## config.mk

```make
export PLATFORM = sky130hd
export DESIGN_NAME = emu_break_ctrl
export DESIGN_NICKNAME = d
export VERILOG_FILES = /design/src/pkg/emu_break_pkg.sv /design/src/core/emu_break_ctrl.sv
export SDC_FILE = /design/constraint.sdc
export NUM_CORES = 1
export LEC_CHECK = 0
export ABC_CLOCK_PERIOD_IN_PS = 2900
export BUFFER_PORTS_ARGS = -buffer_cell sky130_fd_sc_hd__buf_2
export CAP_MARGIN = 20
export CORE_ASPECT_RATIO = 0.7
export CORE_MARGIN = 2
export CORE_UTILIZATION = 50
export CTS_BUF_LIST = sky130_fd_sc_hd__clkbuf_4 sky130_fd_sc_hd__clkbuf_8
export DETAILED_ROUTE_END_ITERATION = 16
export PLACE_DENSITY = 0.9
export SETUP_SLACK_MARGIN = 0.02
export SLEW_MARGIN = 15
export SYNTH_ARGS = -nofsm -noshare
export SYNTH_HDL_FRONTEND = slang
export SYNTH_SLANG_ARGS = --single-unit
```

## constraint.sdc

```tcl
create_clock -name core_clk_i -period 2.9 [get_ports core_clk_i]
set_clock_uncertainty 0.1 [all_clocks]
set_input_delay 0 -clock core_clk_i [delete_from_list [all_inputs] [get_ports core_clk_i]]
set_output_delay 0 -clock core_clk_i [all_outputs]
set_load 0.05 [all_outputs]
```

## src/pkg/emu_break_pkg.sv

```systemverilog
/*
 * Constants and carrier types for the emulator break and trace control.
 * Assumes a single 20 MHz clock and a core that reports instruction retirement.
 */
`default_nettype none
package emu_break_pkg;
	localparam int ADDR_W = 12;
	localparam int DATA_W = 4;
	localparam logic [ADDR_W-1:0] BANK_SEL_ADDR = 12'hf82;
	localparam logic [ADDR_W-1:0] STATUS_ADDR = 12'hfb0;
	localparam logic [1:0] SLIP_NONE = 2'h0;
	localparam logic [1:0] SLIP_ONE = 2'h1;
	localparam logic [1:0] SLIP_TWO = 2'h2;
	localparam logic [DATA_W-1:0] TRACE_FILL = 4'h0;

	// One retired instruction as reported by the core
	typedef struct packed {
		logic [ADDR_W-1:0] pc;
		logic [1:0] len;
		logic skipped;
		logic flag_bank;
		logic mem_wr;
		logic mem_rd;
		logic [ADDR_W-1:0] mem_addr;
		logic [DATA_W-1:0] mem_data;
	} retire_t;

	// One record handed to trace memory
	typedef struct packed {
		logic [ADDR_W-1:0] pc;
		logic skip_flag;
		logic [ADDR_W-1:0] mem_addr;
		logic [DATA_W-1:0] mem_data;
	} trace_rec_t;

	typedef enum logic [1:0] {RUN, SLIP, STOPPED} brk_state_t;
endpackage
`default_nettype wire

```

## src/core/emu_break_ctrl.sv

```systemverilog
/*
 * Break, single-step, interrupt hold and trace qualification for an emulator
 * watching a 4-bit core. Assumes ret_valid_i pulses once per retired (or
 * skipped) instruction and that all inputs are synchronous to core_clk_i.
 */
`default_nettype none
module emu_break_ctrl
	import emu_break_pkg::*;
(
	input wire logic core_clk_i,
	input wire logic resetn_i,
	input wire logic ret_valid_i,
	input wire retire_t ret_i,
	input wire logic pc_break_hit_i,
	input wire logic wr_event_hit_i,
	input wire logic rd_event_hit_i,
	input wire logic check_hit_i,
	input wire logic trace_delay_period_i,
	input wire logic irq_req_i,
	input wire logic step_mode_i,
	input wire logic standby_i,
	input wire logic resume_i,
	output logic break_req_o,
	output logic irq_accept_o,
	output logic interrupt_request_flag_o,
	output logic standby_release_o,
	output logic trace_valid_o,
	output trace_rec_t trace_rec_o
);
	brk_state_t state_ff;
	logic [1:0] slip_ff;
	logic wr_pend_ff;
	logic chk_hold_ff;
	logic brk_ff;
	logic irq_acc_ff;
	logic irq_flag_ff;
	logic rel_ff;
	logic tv_ff;
	trace_rec_t rec_ff;
	logic pc_or_rd;

	assign pc_or_rd = pc_break_hit_i | rd_event_hit_i;

	// Break sequencer: count slip instructions, stop on a boundary
	always_ff @(posedge core_clk_i or negedge resetn_i) begin
		if (!resetn_i) begin
			state_ff <= RUN;
			slip_ff <= SLIP_NONE;
			wr_pend_ff <= 1'b0;
			brk_ff <= 1'b0;
		end else begin
			case (state_ff)
				RUN: begin
					if (ret_valid_i && pc_break_hit_i && !ret_i.flag_bank) begin
						brk_ff <= 1'b1;
						state_ff <= STOPPED;
					end else if (ret_valid_i && wr_event_hit_i) begin
						wr_pend_ff <= 1'b1;
						state_ff <= SLIP;
					end else if (ret_valid_i && (pc_or_rd || (pc_break_hit_i && ret_i.flag_bank))) begin
						slip_ff <= SLIP_ONE;
						state_ff <= SLIP;
					end
				end
				SLIP: begin
					if (ret_valid_i) begin
						if (wr_pend_ff) begin
							wr_pend_ff <= 1'b0;
							if (ret_i.len == 2'h1) begin
								slip_ff <= SLIP_ONE;
							end else begin
								brk_ff <= 1'b1;
								state_ff <= STOPPED;
							end
						end else if (ret_i.flag_bank) begin
							slip_ff <= SLIP_ONE;
						end else if (slip_ff == SLIP_ONE) begin
							slip_ff <= SLIP_NONE;
							brk_ff <= 1'b1;
							state_ff <= STOPPED;
						end
					end
				end
				STOPPED: begin
					if (resume_i) begin
						brk_ff <= 1'b0;
						state_ff <= RUN;
					end
				end
				default: begin
					state_ff <= RUN;
					brk_ff <= 1'b0;
				end
			endcase
		end
	end

	// Interrupt hold across check matches
	always_ff @(posedge core_clk_i or negedge resetn_i) begin
		if (!resetn_i) begin
			chk_hold_ff <= 1'b0;
		end else if (ret_valid_i) begin
			chk_hold_ff <= check_hit_i;
		end
	end

	// Request flag: set wins over the acceptance clear
	always_ff @(posedge core_clk_i or negedge resetn_i) begin
		if (!resetn_i) begin
			irq_flag_ff <= 1'b0;
			irq_acc_ff <= 1'b0;
		end else begin
			irq_acc_ff <= 1'b0;
			if (irq_req_i) begin
				irq_flag_ff <= 1'b1;
			end else if (irq_flag_ff && ret_valid_i && !check_hit_i && !chk_hold_ff
					&& !step_mode_i && state_ff != STOPPED) begin
				irq_flag_ff <= 1'b0;
				irq_acc_ff <= 1'b1;
			end
		end
	end

	// Single-step never leaves the core in standby
	always_ff @(posedge core_clk_i or negedge resetn_i) begin
		if (!resetn_i) begin
			rel_ff <= 1'b0;
		end else begin
			rel_ff <= step_mode_i & standby_i;
		end
	end

	// Qualified trace
	always_ff @(posedge core_clk_i or negedge resetn_i) begin
		if (!resetn_i) begin
			tv_ff <= 1'b0;
			rec_ff <= '0;
		end else begin
			tv_ff <= ret_valid_i & check_hit_i & !trace_delay_period_i;
			if (ret_valid_i) begin
				rec_ff.pc <= ret_i.pc;
				rec_ff.skip_flag <= 1'b0;
				rec_ff.mem_addr <= ret_i.mem_addr;
				// Trace tap sees stale bus data on these two
				if (ret_i.mem_rd && (ret_i.mem_addr == BANK_SEL_ADDR
						|| ret_i.mem_addr == STATUS_ADDR)) begin
					rec_ff.mem_data <= TRACE_FILL;
				end else begin
					rec_ff.mem_data <= ret_i.mem_data;
				end
			end
		end
	end

	assign break_req_o = brk_ff;
	assign irq_accept_o = irq_acc_ff;
	assign interrupt_request_flag_o = irq_flag_ff;
	assign standby_release_o = rel_ff;
	assign trace_valid_o = tv_ff;
	assign trace_rec_o = rec_ff;

	property p_trace_delay;
		@(posedge core_clk_i) disable iff (!resetn_i)
		trace_delay_period_i |=> !trace_valid_o;
	endproperty
	a_trace_delay: assert property (p_trace_delay) else $error("trace in delay");

	property p_no_skip;
		@(posedge core_clk_i) disable iff (!resetn_i)
		trace_valid_o |-> !trace_rec_o.skip_flag;
	endproperty
	a_no_skip: assert property (p_no_skip) else $error("skip reported");

	property p_step_irq;
		@(posedge core_clk_i) disable iff (!resetn_i)
		step_mode_i |=> !irq_accept_o;
	endproperty
	a_step_irq: assert property (p_step_irq) else $error("irq in step");

	property p_irq_flag;
		@(posedge core_clk_i) disable iff (!resetn_i)
		irq_req_i |=> interrupt_request_flag_o;
	endproperty
	a_irq_flag: assert property (p_irq_flag) else $error("flag lost");

	property p_chk_irq;
		@(posedge core_clk_i) disable iff (!resetn_i)
		(ret_valid_i && check_hit_i) |=> !irq_accept_o;
	endproperty
	a_chk_irq: assert property (p_chk_irq) else $error("irq at check");

	property p_release;
		@(posedge core_clk_i) disable iff (!resetn_i)
		(step_mode_i && standby_i) |=> standby_release_o;
	endproperty
	a_release: assert property (p_release) else $error("no release");

	property p_pc_brk;
		@(posedge core_clk_i) disable iff (!resetn_i)
		(state_ff == RUN && ret_valid_i && pc_break_hit_i && !ret_i.flag_bank)
			|=> break_req_o;
	endproperty
	a_pc_brk: assert property (p_pc_brk) else $error("pc break late");

	property p_hold;
		@(posedge core_clk_i) disable iff (!resetn_i)
		(break_req_o && !resume_i) |=> break_req_o;
	endproperty
	a_hold: assert property (p_hold) else $error("break dropped");

	property p_rd_slip;
		@(posedge core_clk_i) disable iff (!resetn_i)
		(state_ff == RUN && ret_valid_i && rd_event_hit_i && !pc_break_hit_i
			&& !wr_event_hit_i) |=> !break_req_o;
	endproperty
	a_rd_slip: assert property (p_rd_slip) else $error("read break no slip");

	property p_boundary;
		@(posedge core_clk_i) disable iff (!resetn_i)
		$rose(break_req_o) |-> $past(ret_valid_i);
	endproperty
	a_boundary: assert property (p_boundary) else $error("break off boundary");

	property p_resume;
		@(posedge core_clk_i) disable iff (!resetn_i)
		(break_req_o && resume_i) |=> !break_req_o;
	endproperty
	a_resume: assert property (p_resume) else $error("resume ignored");

	property p_wr_len1;
		@(posedge core_clk_i) disable iff (!resetn_i)
		(state_ff == SLIP && wr_pend_ff && ret_valid_i && ret_i.len == 2'h1) |=> !break_req_o;
	endproperty
	a_wr_len1: assert property (p_wr_len1) else $error("write slip short");

	property p_wr_len23;
		@(posedge core_clk_i) disable iff (!resetn_i)
		(state_ff == SLIP && wr_pend_ff && ret_valid_i && ret_i.len != 2'h1) |=> break_req_o;
	endproperty
	a_wr_len23: assert property (p_wr_len23) else $error("write slip long");

	property p_fb_slip;
		@(posedge core_clk_i) disable iff (!resetn_i)
		(state_ff == RUN && ret_valid_i && pc_break_hit_i && ret_i.flag_bank
			&& !wr_event_hit_i) |=> !break_req_o;
	endproperty
	a_fb_slip: assert property (p_fb_slip) else $error("flag break no slip");

	property p_fb_chain;
		@(posedge core_clk_i) disable iff (!resetn_i)
		(state_ff == SLIP && !wr_pend_ff && ret_valid_i && ret_i.flag_bank) |=> !break_req_o;
	endproperty
	a_fb_chain: assert property (p_fb_chain) else $error("flag chain cut");

	property p_slip_end;
		@(posedge core_clk_i) disable iff (!resetn_i)
		(state_ff == SLIP && !wr_pend_ff && slip_ff == SLIP_ONE && ret_valid_i
			&& !ret_i.flag_bank) |=> break_req_o;
	endproperty
	a_slip_end: assert property (p_slip_end) else $error("slip never ends");

	property p_chk_next;
		@(posedge core_clk_i) disable iff (!resetn_i)
		(ret_valid_i && chk_hold_ff) |=> !irq_accept_o;
	endproperty
	a_chk_next: assert property (p_chk_next) else $error("irq after check");

	property p_stop_irq;
		@(posedge core_clk_i) disable iff (!resetn_i)
		break_req_o |=> !irq_accept_o;
	endproperty
	a_stop_irq: assert property (p_stop_irq) else $error("irq while held");

	property p_step_flag;
		@(posedge core_clk_i) disable iff (!resetn_i)
		(step_mode_i && interrupt_request_flag_o) |=> interrupt_request_flag_o;
	endproperty
	a_step_flag: assert property (p_step_flag) else $error("flag cleared in step");

	property p_rel_off;
		@(posedge core_clk_i) disable iff (!resetn_i)
		!standby_i |=> !standby_release_o;
	endproperty
	a_rel_off: assert property (p_rel_off) else $error("spurious release");

	property p_trace_fill;
		@(posedge core_clk_i) disable iff (!resetn_i)
		(ret_valid_i && ret_i.mem_rd && ret_i.mem_addr == STATUS_ADDR)
			|=> trace_rec_o.mem_data == TRACE_FILL;
	endproperty
	a_trace_fill: assert property (p_trace_fill) else $error("status read traced");

	property p_trace_qual;
		@(posedge core_clk_i) disable iff (!resetn_i)
		(ret_valid_i && check_hit_i && !trace_delay_period_i) |=> trace_valid_o;
	endproperty
	a_trace_qual: assert property (p_trace_qual) else $error("check not traced");

	property p_trace_idle;
		@(posedge core_clk_i) disable iff (!resetn_i)
		!ret_valid_i |=> !trace_valid_o;
	endproperty
	a_trace_idle: assert property (p_trace_idle) else $error("trace without retire");

	// Acceptance is a single pulse; the flag must be consumed with it
	property p_acc_pulse;
		@(posedge core_clk_i) disable iff (!resetn_i)
		irq_accept_o |=> !irq_accept_o;
	endproperty
	a_acc_pulse: assert property (p_acc_pulse) else $error("accept repeated");

	property p_acc_clear;
		@(posedge core_clk_i) disable iff (!resetn_i)
		irq_accept_o |-> !interrupt_request_flag_o;
	endproperty
	a_acc_clear: assert property (p_acc_clear) else $error("flag kept on accept");
endmodule
`default_nettype wire

```

# Word level (Yosys, flattened, before mapping)
# Index checks and enable logic that the tools add are counted.
dict set report op_classes {
  eq_ne 20
  muxes 35
  n_bitwise 4
  reduce_logical 25
}
# operator count
set op_table {}
lappend op_table {{2-bit two-way mux} 16}
lappend op_table {{12-bit == test, second input constant} 2}
lappend op_table {{2-bit != test, second input constant} 8}
lappend op_table {{1-bit two-way mux} 14}
lappend op_table {{3-bit != test, second input constant} 4}
lappend op_table {{6-bit AND reduction} 2}
lappend op_table {{1-bit logical AND} 11}
lappend op_table {{4-bit != test, second input constant} 2}
lappend op_table {{7-bit AND reduction} 1}
lappend op_table {{2-bit by 1-bit == test with 1-bit output, second input constant} 3}
lappend op_table {{2-bit one-hot mux with 3 select lines} 1}
lappend op_table {{1-bit logical NOT} 5}
lappend op_table {{4-bit two-way mux} 1}
lappend op_table {{2-bit one-hot mux with 2 select lines} 1}
lappend op_table {{4-bit AND reduction} 1}
lappend op_table {{2-bit nonzero test} 2}
lappend op_table {{1-bit bitwise AND} 3}
lappend op_table {{1-bit one-hot mux with 3 select lines} 1}
lappend op_table {{2-bit == test, second input constant} 1}
lappend op_table {{2-bit logical NOT} 1}
lappend op_table {{1-bit logical OR} 2}
lappend op_table {{1-bit one-hot mux with 2 select lines} 1}
lappend op_table {{1-bit OR} 1}
dict set report totals {
  ff_bits 39
  in_bits 46
  output_inout_bits 34
  wordCells 96
}

# Depth between registers and ports, before layout
# Gate-level depths: netlist of run 1.
dict set report depth {
  ltp_word 7
  ltp_mapped 5
  mapped_depth_nobuf 4
}

# Worst setup path after synthesis of run 1
# No wires, ideal clock.
dict set report synth_path {
  path_kind {register to register}
  startpoint {register wr_pend_ff}
  endpoint {register state_ff[0]}
  setup_time_ps 120
  t_arrival_ps 906
  required_ps 2680
  path_slack_ps 1774
  stages_incl_launch_ff 5
  path_buffers 0
  synth_period_minus_slack_ps 1126
  path_cell_list {dfrtp_1 -> nor2_1 -> a22o_1 -> nand2_1 -> a31o_1}
}
dict set report synth_via {
  elab_chain_len 3
  elab_cells_between_ends 7
  classes_between {eq/ne: 3; mux: 3; reduce/logical: 1}
}
# element line
set synth_rtl {}
lappend synth_rtl {{start: declaration} emu_break_ctrl.sv:32} ;# logic wr_pend_ff;
lappend synth_rtl {{start signal: assignment} emu_break_ctrl.sv:49} ;# wr_pend_ff <= 1'b0;
lappend synth_rtl {{start signal: assignment} emu_break_ctrl.sv:58} ;# wr_pend_ff <= 1'b1;
lappend synth_rtl {{start signal: assignment} emu_break_ctrl.sv:68} ;# wr_pend_ff <= 1'b0;
lappend synth_rtl {{2-bit two-way mux} emu_break_ctrl.sv:67} ;# if (wr_pend_ff) begin
lappend synth_rtl {{2-bit two-way mux} emu_break_ctrl.sv:66} ;# if (ret_valid_i) begin
lappend synth_rtl {{2-bit one-hot mux with 3 select lines} emu_break_ctrl.sv:52} ;# case (state_ff)
lappend synth_rtl {{end signal: assignment} emu_break_ctrl.sv:56} ;# state_ff <= STOPPED;
lappend synth_rtl {{end signal: assignment} emu_break_ctrl.sv:59} ;# state_ff <= SLIP;
lappend synth_rtl {{end signal: assignment} emu_break_ctrl.sv:73} ;# state_ff <= STOPPED;
lappend synth_rtl {{end: declaration} emu_break_ctrl.sv:30} ;# brk_state_t state_ff;
# Several ways; a longest one is shown, not always the timed one. The select of a mux whose other input is x is not followed.
# A chain may end at the register's enable or synchronous reset.

# Worst setup path in the final report of run 1
dict set report layout_path {
  startpoint {input check_hit_i}
  endpoint {register irq_acc_ff (netlist: irq_accept_o)}
}
dict set report layout_via {
  elab_chain_len 7
}
# element line
set layout_rtl {}
lappend layout_rtl {{start: declaration} emu_break_ctrl.sv:17} ;# input wire logic check_hit_i,
lappend layout_rtl {{1-bit logical NOT} emu_break_ctrl.sv:116} ;# end else if (irq_flag_ff && ret_valid_i && !check_hit_i && !chk_hold_ff
lappend layout_rtl {{1-bit logical AND (2 in series)} emu_break_ctrl.sv:116}
lappend layout_rtl {{1-bit logical AND (2 in series)} emu_break_ctrl.sv:117} ;# && !step_mode_i && state_ff != STOPPED) begin
lappend layout_rtl {{1-bit two-way mux} emu_break_ctrl.sv:116}
lappend layout_rtl {{1-bit two-way mux} emu_break_ctrl.sv:114} ;# if (irq_req_i) begin
lappend layout_rtl {{end signal: assignment} emu_break_ctrl.sv:111} ;# irq_acc_ff <= 1'b0;
lappend layout_rtl {{end signal: assignment} emu_break_ctrl.sv:113} ;# irq_acc_ff <= 1'b0;
lappend layout_rtl {{end signal: assignment} emu_break_ctrl.sv:119} ;# irq_acc_ff <= 1'b1;
lappend layout_rtl {{end: declaration} emu_break_ctrl.sv:35} ;# logic irq_acc_ff;
# No other way between the ends.

==> flow_metrics.tcl, run 1 <==
set metrics [dict create \
    outcome "finished, final reports clean" \
    die_w_um 71.75 \
    yosysUniqueCellTypes 31 \
    std_cell_rows 17 \
    cts.htree.levels 2 \
    ioPinCount 80 \
    synthArstFlopShare_pct 100.0 \
    cp.required_ns 3.02 \
    drive_above_1_share_pct 43.64 \
    drv_cap 0 \
    path_cells "dlygate4sd3_1 > buf_2 > nor4b_2 > o21ai_1 > nor3b_2 > dlygate4sd3_1" \
    crit_path_max_fanout 2 \
    drv_slew 0 \
    r2r-end "irq_accept_o" \
    tightest_slew_ns 0.8307 \
    slowest_delay_ns 0.56 \
    min_path_cells 4 \
    fp.dieArea_um2 3690 \
    grt_first_pass_wirelength_mm 6.341 \
    areaGrowthSynthToFinish_pct 54.13 \
    gp_congestion 0.7377 \
    whs_endpoint "trace_rec_o[2]" \
    yosysWarningCount 0 \
    vias_per_cell 4.880 \
    criticalPathCategory "in -> reg" \
    die_h_um 51.43 \
    reg2reg_slack_ns 1.25 \
    start_util_pct 51.73 \
    crit_top_cell "dlygate4sd3_1" \
    end_kind "flip-flop" \
    syn_avg_cell_area_um2 13.50 \
    synth_area_um2 1607 \
    vias 1337 \
    syn-num-nets 165 \
    slew_headroom_pct 44.62 \
    synth_enable_flop_cells 0 \
    clk_pin_slew_worst_paths_ns 0.07 \
    finalSetupTns_ns 0 \
    gr-usage-all-layers_pct 23.11 \
    wl_per_cell_um 14.03 \
    cts_buffers 5 \
    grt_pass1_vias 1420 \
    worst_hold_slack_ns 0.03760 \
    dp_hpwl_mm 2.161 \
    antenna_found_initial 0 \
    fillCellCount 198 \
    clock_latency_ns 0.28 \
    crit_slowest_cell "dlygate4sd3_1" \
    fin_crit_ns 1.681 \
    wirelength_mm 3.844 \
    ys_seq_area_share_pct 59.19 \
    path_buf_inv 3 \
    first_pass_iters 4 \
    post-route-period-util_pct 57.96 \
    hp-class "in -> reg" \
    p_per_area_nw_per_um2 599.4 \
    rsz0062_at_grt "false" \
    cts_resized 0 \
    cts.sinks 38 \
    synth_ff_type "dfrtp_1" \
    core_region_area_um2 3105 \
    drt-initial-drc-count 62 \
    fmax_mhz 594.9 \
    ir_drop_mv 0.4068 \
    ant_nets 0 \
    power_leakage_nw 1.190 \
    crit_path_start_kind "primary input" \
    cts_buffer_depth 2 \
    cts_root_buffer "clkbuf_8" \
    cts_tree "done" \
    hp-start "ret_i[16]" \
    hold_viol_final 0 \
    gr-total-overflow 0 \
    arrival_ns 1.80 \
    drc 0 \
    setup_viol 0 \
    finalNetCount 282 \
    critPathTopFamily "buffers and inverters" \
    syn_inst 119 \
    io_buffers 76 \
    reg2reg_depth 4 \
    r2r-start "chk_hold_ff" \
    ys_ff_latch 38 \
    post-cts-setup-buffer-count 0 \
    cts_hold_buf 40 \
    cp.depth 6 \
    insertedDiodeCount 0 \
    grt_max_degree 39 \
]
metrics by stage:
stage               worst slack, ns  utilization [%]  std cells  total power [mW]  area [µm²]
finish                        1.219            79.73        274             1.484        2476
global route                  1.116            79.73        274             1.573        2476
CTS                           1.219            79.73        274             1.495        2476
detailed placement            1.419            64.14        227             1.105        1992
global placement              1.448            64.14        227             1.095        1992
floorplan                     1.774                -        119            0.9890        1607
synthesized netlist by cell type, types with 2 or more instances:
master | instances | area, µm²
nor4b_2 | 2 | 30.03
nand2_1 | 3 | 11.26
mux2_1 | 10 | 112.6
nor3b_2 | 2 | 25.02
a21oi_1 | 4 | 20.02
mux2_2 | 14 | 157.7
a21o_1 | 2 | 15.01
mux2i_1 | 4 | 40.04
nand2b_1 | 3 | 18.77
a31oi_1 | 3 | 18.77
buf_4 | 5 | 37.54
inv_1 | 3 | 11.26
o22ai_1 | 2 | 12.51
nor2_1 | 8 | 30.03
dfrtp_1 | 38 | 950.9
logic make-up after synthesis:
| group | count (synthesis) | share of synthesized area (%) |
|---|---|---|
| and+or+nand+nor | 26 | 10.98 |
| AOI/OAI and AO/OA | 17 | 6.931 |
| DFF | 38 | 59.19 |
| buffers and inverters | 9 | 3.349 |
| other | 1 | 0.2334 |
| muxes | 28 | 19.31 |
how the worst max path moves through the flow:
stage                                     to        start  slack (ns)
finish                          irq_accept_o  check_hit_i        1.22
global route                    irq_accept_o  ret_valid_i        1.12
CTS                             irq_accept_o  ret_valid_i        1.22
detailed placement  interrupt_request_flag_o  ret_valid_i        1.42
global placement    interrupt_request_flag_o  ret_valid_i        1.45
floorplan                        state_ff[0]   wr_pend_ff        1.77
sequential cells by signal, summed over array words and instances (netlist names):
signal,flops
break_req_o,1
interrupt_request_flag_o,1
chk_hold_ff,1
trace_valid_o,1
wr_pend_ff,1
trace_rec_o,28
irq_accept_o,1
slip_ff,1
state_ff,2
standby_release_o,1
power breakdown:
group | total [mW] | switching (mW) | internal (mW)
clock network | 0.344 | 0.160 | 0.184
registers | 0.671 | 0.0650 | 0.606
logic | 0.469 | 0.294 | 0.175
cell usage in the layout, fill, tap and decap left out, types with 2 or more instances in the layout:
master,count
a21o_1,2
a21oi_1,4
a31oi_1,3
buf_2,76
clkbuf_4,2
clkbuf_8,5
dfrtp_1,38
dlygate4sd3_1,40
inv_1,3
mux2_1,10
mux2_2,14
mux2i_1,4
nand2_1,3
nand2b_1,3
nor2_1,8
nor3b_2,2
nor4b_2,2
o22ai_1,2
layout make-up:
class	instances	area, µm²	share of cell area (%)
sequential	38	950.9	38.40
inverter	3	11.26	0.4548
clock buffer	7	83.83	3.386
tap	38	47.55	1.920
multi-input combinational	72	601.8	24.31
timing repair buffer	116	780.7	31.53
tightest hold or removal path, delay by kind of cell:
| kind | cells | cell delay [ns] |
|---|---|---|
| AND/OR/NAND/NOR | 3 | 0.28 |
| buffers and inverters | 1 | 0.09 |
per-layer routing:
metal | GRT usage (%) | part of all wire [%] | up-vias
li1 | - | - | 650
met1 | 26.71 | 40 | 617
met2 | 39.81 | 50 | 59
met3 | 7.495 | 7.3 | 11
met4 | 9.748 | 2.1 | 0
met5 | 0 | 0 | -
Power figures use the tool's default switching activity.
==> inputs of run 2 (changes only) <==
ABC_CLOCK_PERIOD_IN_PS = 1450   (was 2900)
CORE_UTILIZATION = 42   (was 50)
PLACE_DENSITY = 0.81   (was 0.9)
clock period = 1.45 ns   (was 2.9 ns; I/O delays follow)
==> run 2 against run 1 <==
  * Flip-flop and latch count unchanged
  * Non-clock buffer count unchanged
  * First-iteration DRC count down 45%
  * Register-to-register slack worse by 1.0 ns
  * Utilization down 9.5 points
  * Global-route usage down 3.4 points
  * Final cell count up 4.4%
  * Design area up 2.2%
  * Sequential share of layout area down 0.82 points
  * Setup slack worse by 1.1 ns
  * Hold slack worse by 0.0094 ns
  * Wire length up 2.3%
  * Largest cell class unchanged
  * Highest routed layer unchanged
==> flow_metrics.tcl, run 2 (synthesis results as in run 1) <==
set metrics [dict create \
    first_pass_iters 4 \
    areaGrowthSynthToFinish_pct 57.48 \
    antenna_found_initial 0 \
    seq_power_share_pct 44.9 \
    fmax_mhz 752.6 \
    hold_viol_final 0 \
    fp.dieArea_um2 4344 \
    crit_path_start_kind "primary input" \
    vias 1345 \
    std_cell_rows 18 \
    r2r-start "wr_pend_ff" \
    ioPinCount 80 \
    placed_cells 242 \
    crit_path_max_fanout 4 \
    reg2reg_depth 4 \
    cts.sinks 38 \
    power_leakage_nw 1.210 \
    fin_crit_ns 1.329 \
    hp-start "pc_break_hit_i" \
    ant_nets 0 \
    gp_congestion 0.7563 \
    criticalPathCategory "in -> reg" \
    cts_root_buffer "clkbuf_8" \
    vias_per_cell 4.703 \
    arrival_ns 1.40 \
    clk_pin_slew_worst_paths_ns 0.07 \
    drv_slew 0 \
    die_h_um 55.75 \
    dp_hpwl_mm 2.426 \
    final_cells 286 \
    wl_per_cell_um 13.76 \
    io_buffers 76 \
    sw_frac_of_total_pct 34.86 \
    place_area_um2 2054 \
    drt-initial-drc-count 34 \
    largest_register_ffs 28 \
    grt_first_pass_wirelength_mm 6.630 \
    grt_pass1_vias 1463 \
    p_per_area_nw_per_um2 1178 \
    pwr-share-comb_pct 31.8 \
    cts_buffer_depth 2 \
    min_path_cells 4 \
    post-route-period-util_pct 91.63 \
    insertedDiodeCount 0 \
    core_region_area_um2 3603 \
    start_util_pct 44.58 \
    reg2reg_slack_ns 0.24 \
    gr-total-overflow 0 \
    cp.required_ns 1.52 \
    die_w_um 77.92 \
    ir_drop_mv 0.8531 \
    outcome "finished, final reports clean" \
    grt_max_degree 23 \
    cts.htree.levels 2 \
    cts_tree "done" \
    finalNetCount 282 \
    cts_buffers 5 \
    finalSetupTns_ns 0 \
    post-cts-setup-buffer-count 0 \
    whs_endpoint "state_ff[0]" \
    setup_viol 0 \
    rsz0062_at_grt "false" \
    pwr-share-clk_pct 23.3 \
    drive_above_1_share_pct 43.64 \
    clock_latency_ns 0.28 \
    r2r-end "state_ff[0]" \
    wirelength_mm 3.934 \
    gr-usage-all-layers_pct 19.71 \
    power_switching_mw 1.039 \
    drc 0 \
    final_area_um2 2530 \
    hp-class "in -> reg" \
    internal_power_mw 1.942 \
    end_kind "flip-flop" \
    final_common_cell "buf_2" \
    layout_common_cells "73 x buf_2, 40 x dlygate4sd3_1, 38 x dfrtp_1" \
    drv_cap 0 \
]
[run 2: cell types whose count changed in the layout (fill, tap and decap cells not counted)]
cell    before  now
nor3_2       1    0
buf_4        0    1
nor3_4       0    1
buf_2       76   73
buf_12       0    2
[run 2: worst max-delay path, stage by stage]
cell and delay, ns:
dlygate4sd3_1 0.58, nor4b_2 0.29, nand4_1 0.19, nor3_4 0.28, nor2_1 0.06
[run 2: layout make-up]
class | count | area, µm²
clock buffers | 7 | 83.83
fillers | 258 | 1074
inverters | 3 | 11.26
multi-input cells | 72 | 608.1
flip-flops and latches | 38 | 950.9
well taps | 50 | 62.56
repair buffers | 116 | 813.3
[run 2: worst max-delay path by stage]
stage | startpoint | to | slack [ns] | cells past startpoint
6_report | ret_i[7] | trace_rec_o[3] | 0.12 | 5
5_1_grt | ret_i[7] | trace_rec_o[3] | 0.04 | 5
4_1_cts | ret_i[4] | trace_rec_o[3] | 0.04 | 6
3_5_place_dp | wr_pend_ff | state_ff[0] | 0.25 | 4
3_3_place_gp | wr_pend_ff | state_ff[0] | 0.26 | 4
2_1_floorplan | wr_pend_ff | state_ff[0] | 0.32 | 4
[run 2: repair_timing]
action                     in CTS  in global routing
gates resized for setup         0                  1
hold buffers                   40                  0
hold endpoints to repair       76                  0
setup endpoints to repair       0                  4
[run 2: metrics by stage]
| step | worst slack (ns) | power, mW | utilization, % | hold slack [ns] |
|---|---|---|---|---|
| 2_1_floorplan | 0.3244 | 1.978 | - | -0.3956 |
| 3_3_place_gp | 0.2613 | 2.209 | 57.01 | -0.1457 |
| 3_5_place_dp | 0.2481 | 2.223 | 57.01 | -0.1474 |
| 4_1_cts | 0.04049 | 2.999 | 70.45 | 0.02533 |
| 5_1_grt | 0.04275 | 3.140 | 70.21 | 0.05911 |
| 6_report | 0.1213 | 2.980 | 70.21 | 0.02818 |
[run 2: layer usage]
metal	up-vias	GRT usage (%)	wire length (µm)	share of wire (%)
met3	14	5.032	216	5.5
met5	-	0	0	0
met4	0	8.271	108	2.7
met1	621	23.07	1691	43
met2	57	34.48	1918	49
li1	653	-	-	-
[run 2: power by group through the flow]
stage	combinational, mW	sequential [mW]	clock [mW]
after global routing	1.02	1.37	0.758
after global placement	0.860	1.35	0
final	0.947	1.34	0.695
after CTS	0.949	1.34	0.712
after detailed placement	0.869	1.35	0
after floorplan	0.320	1.66	0
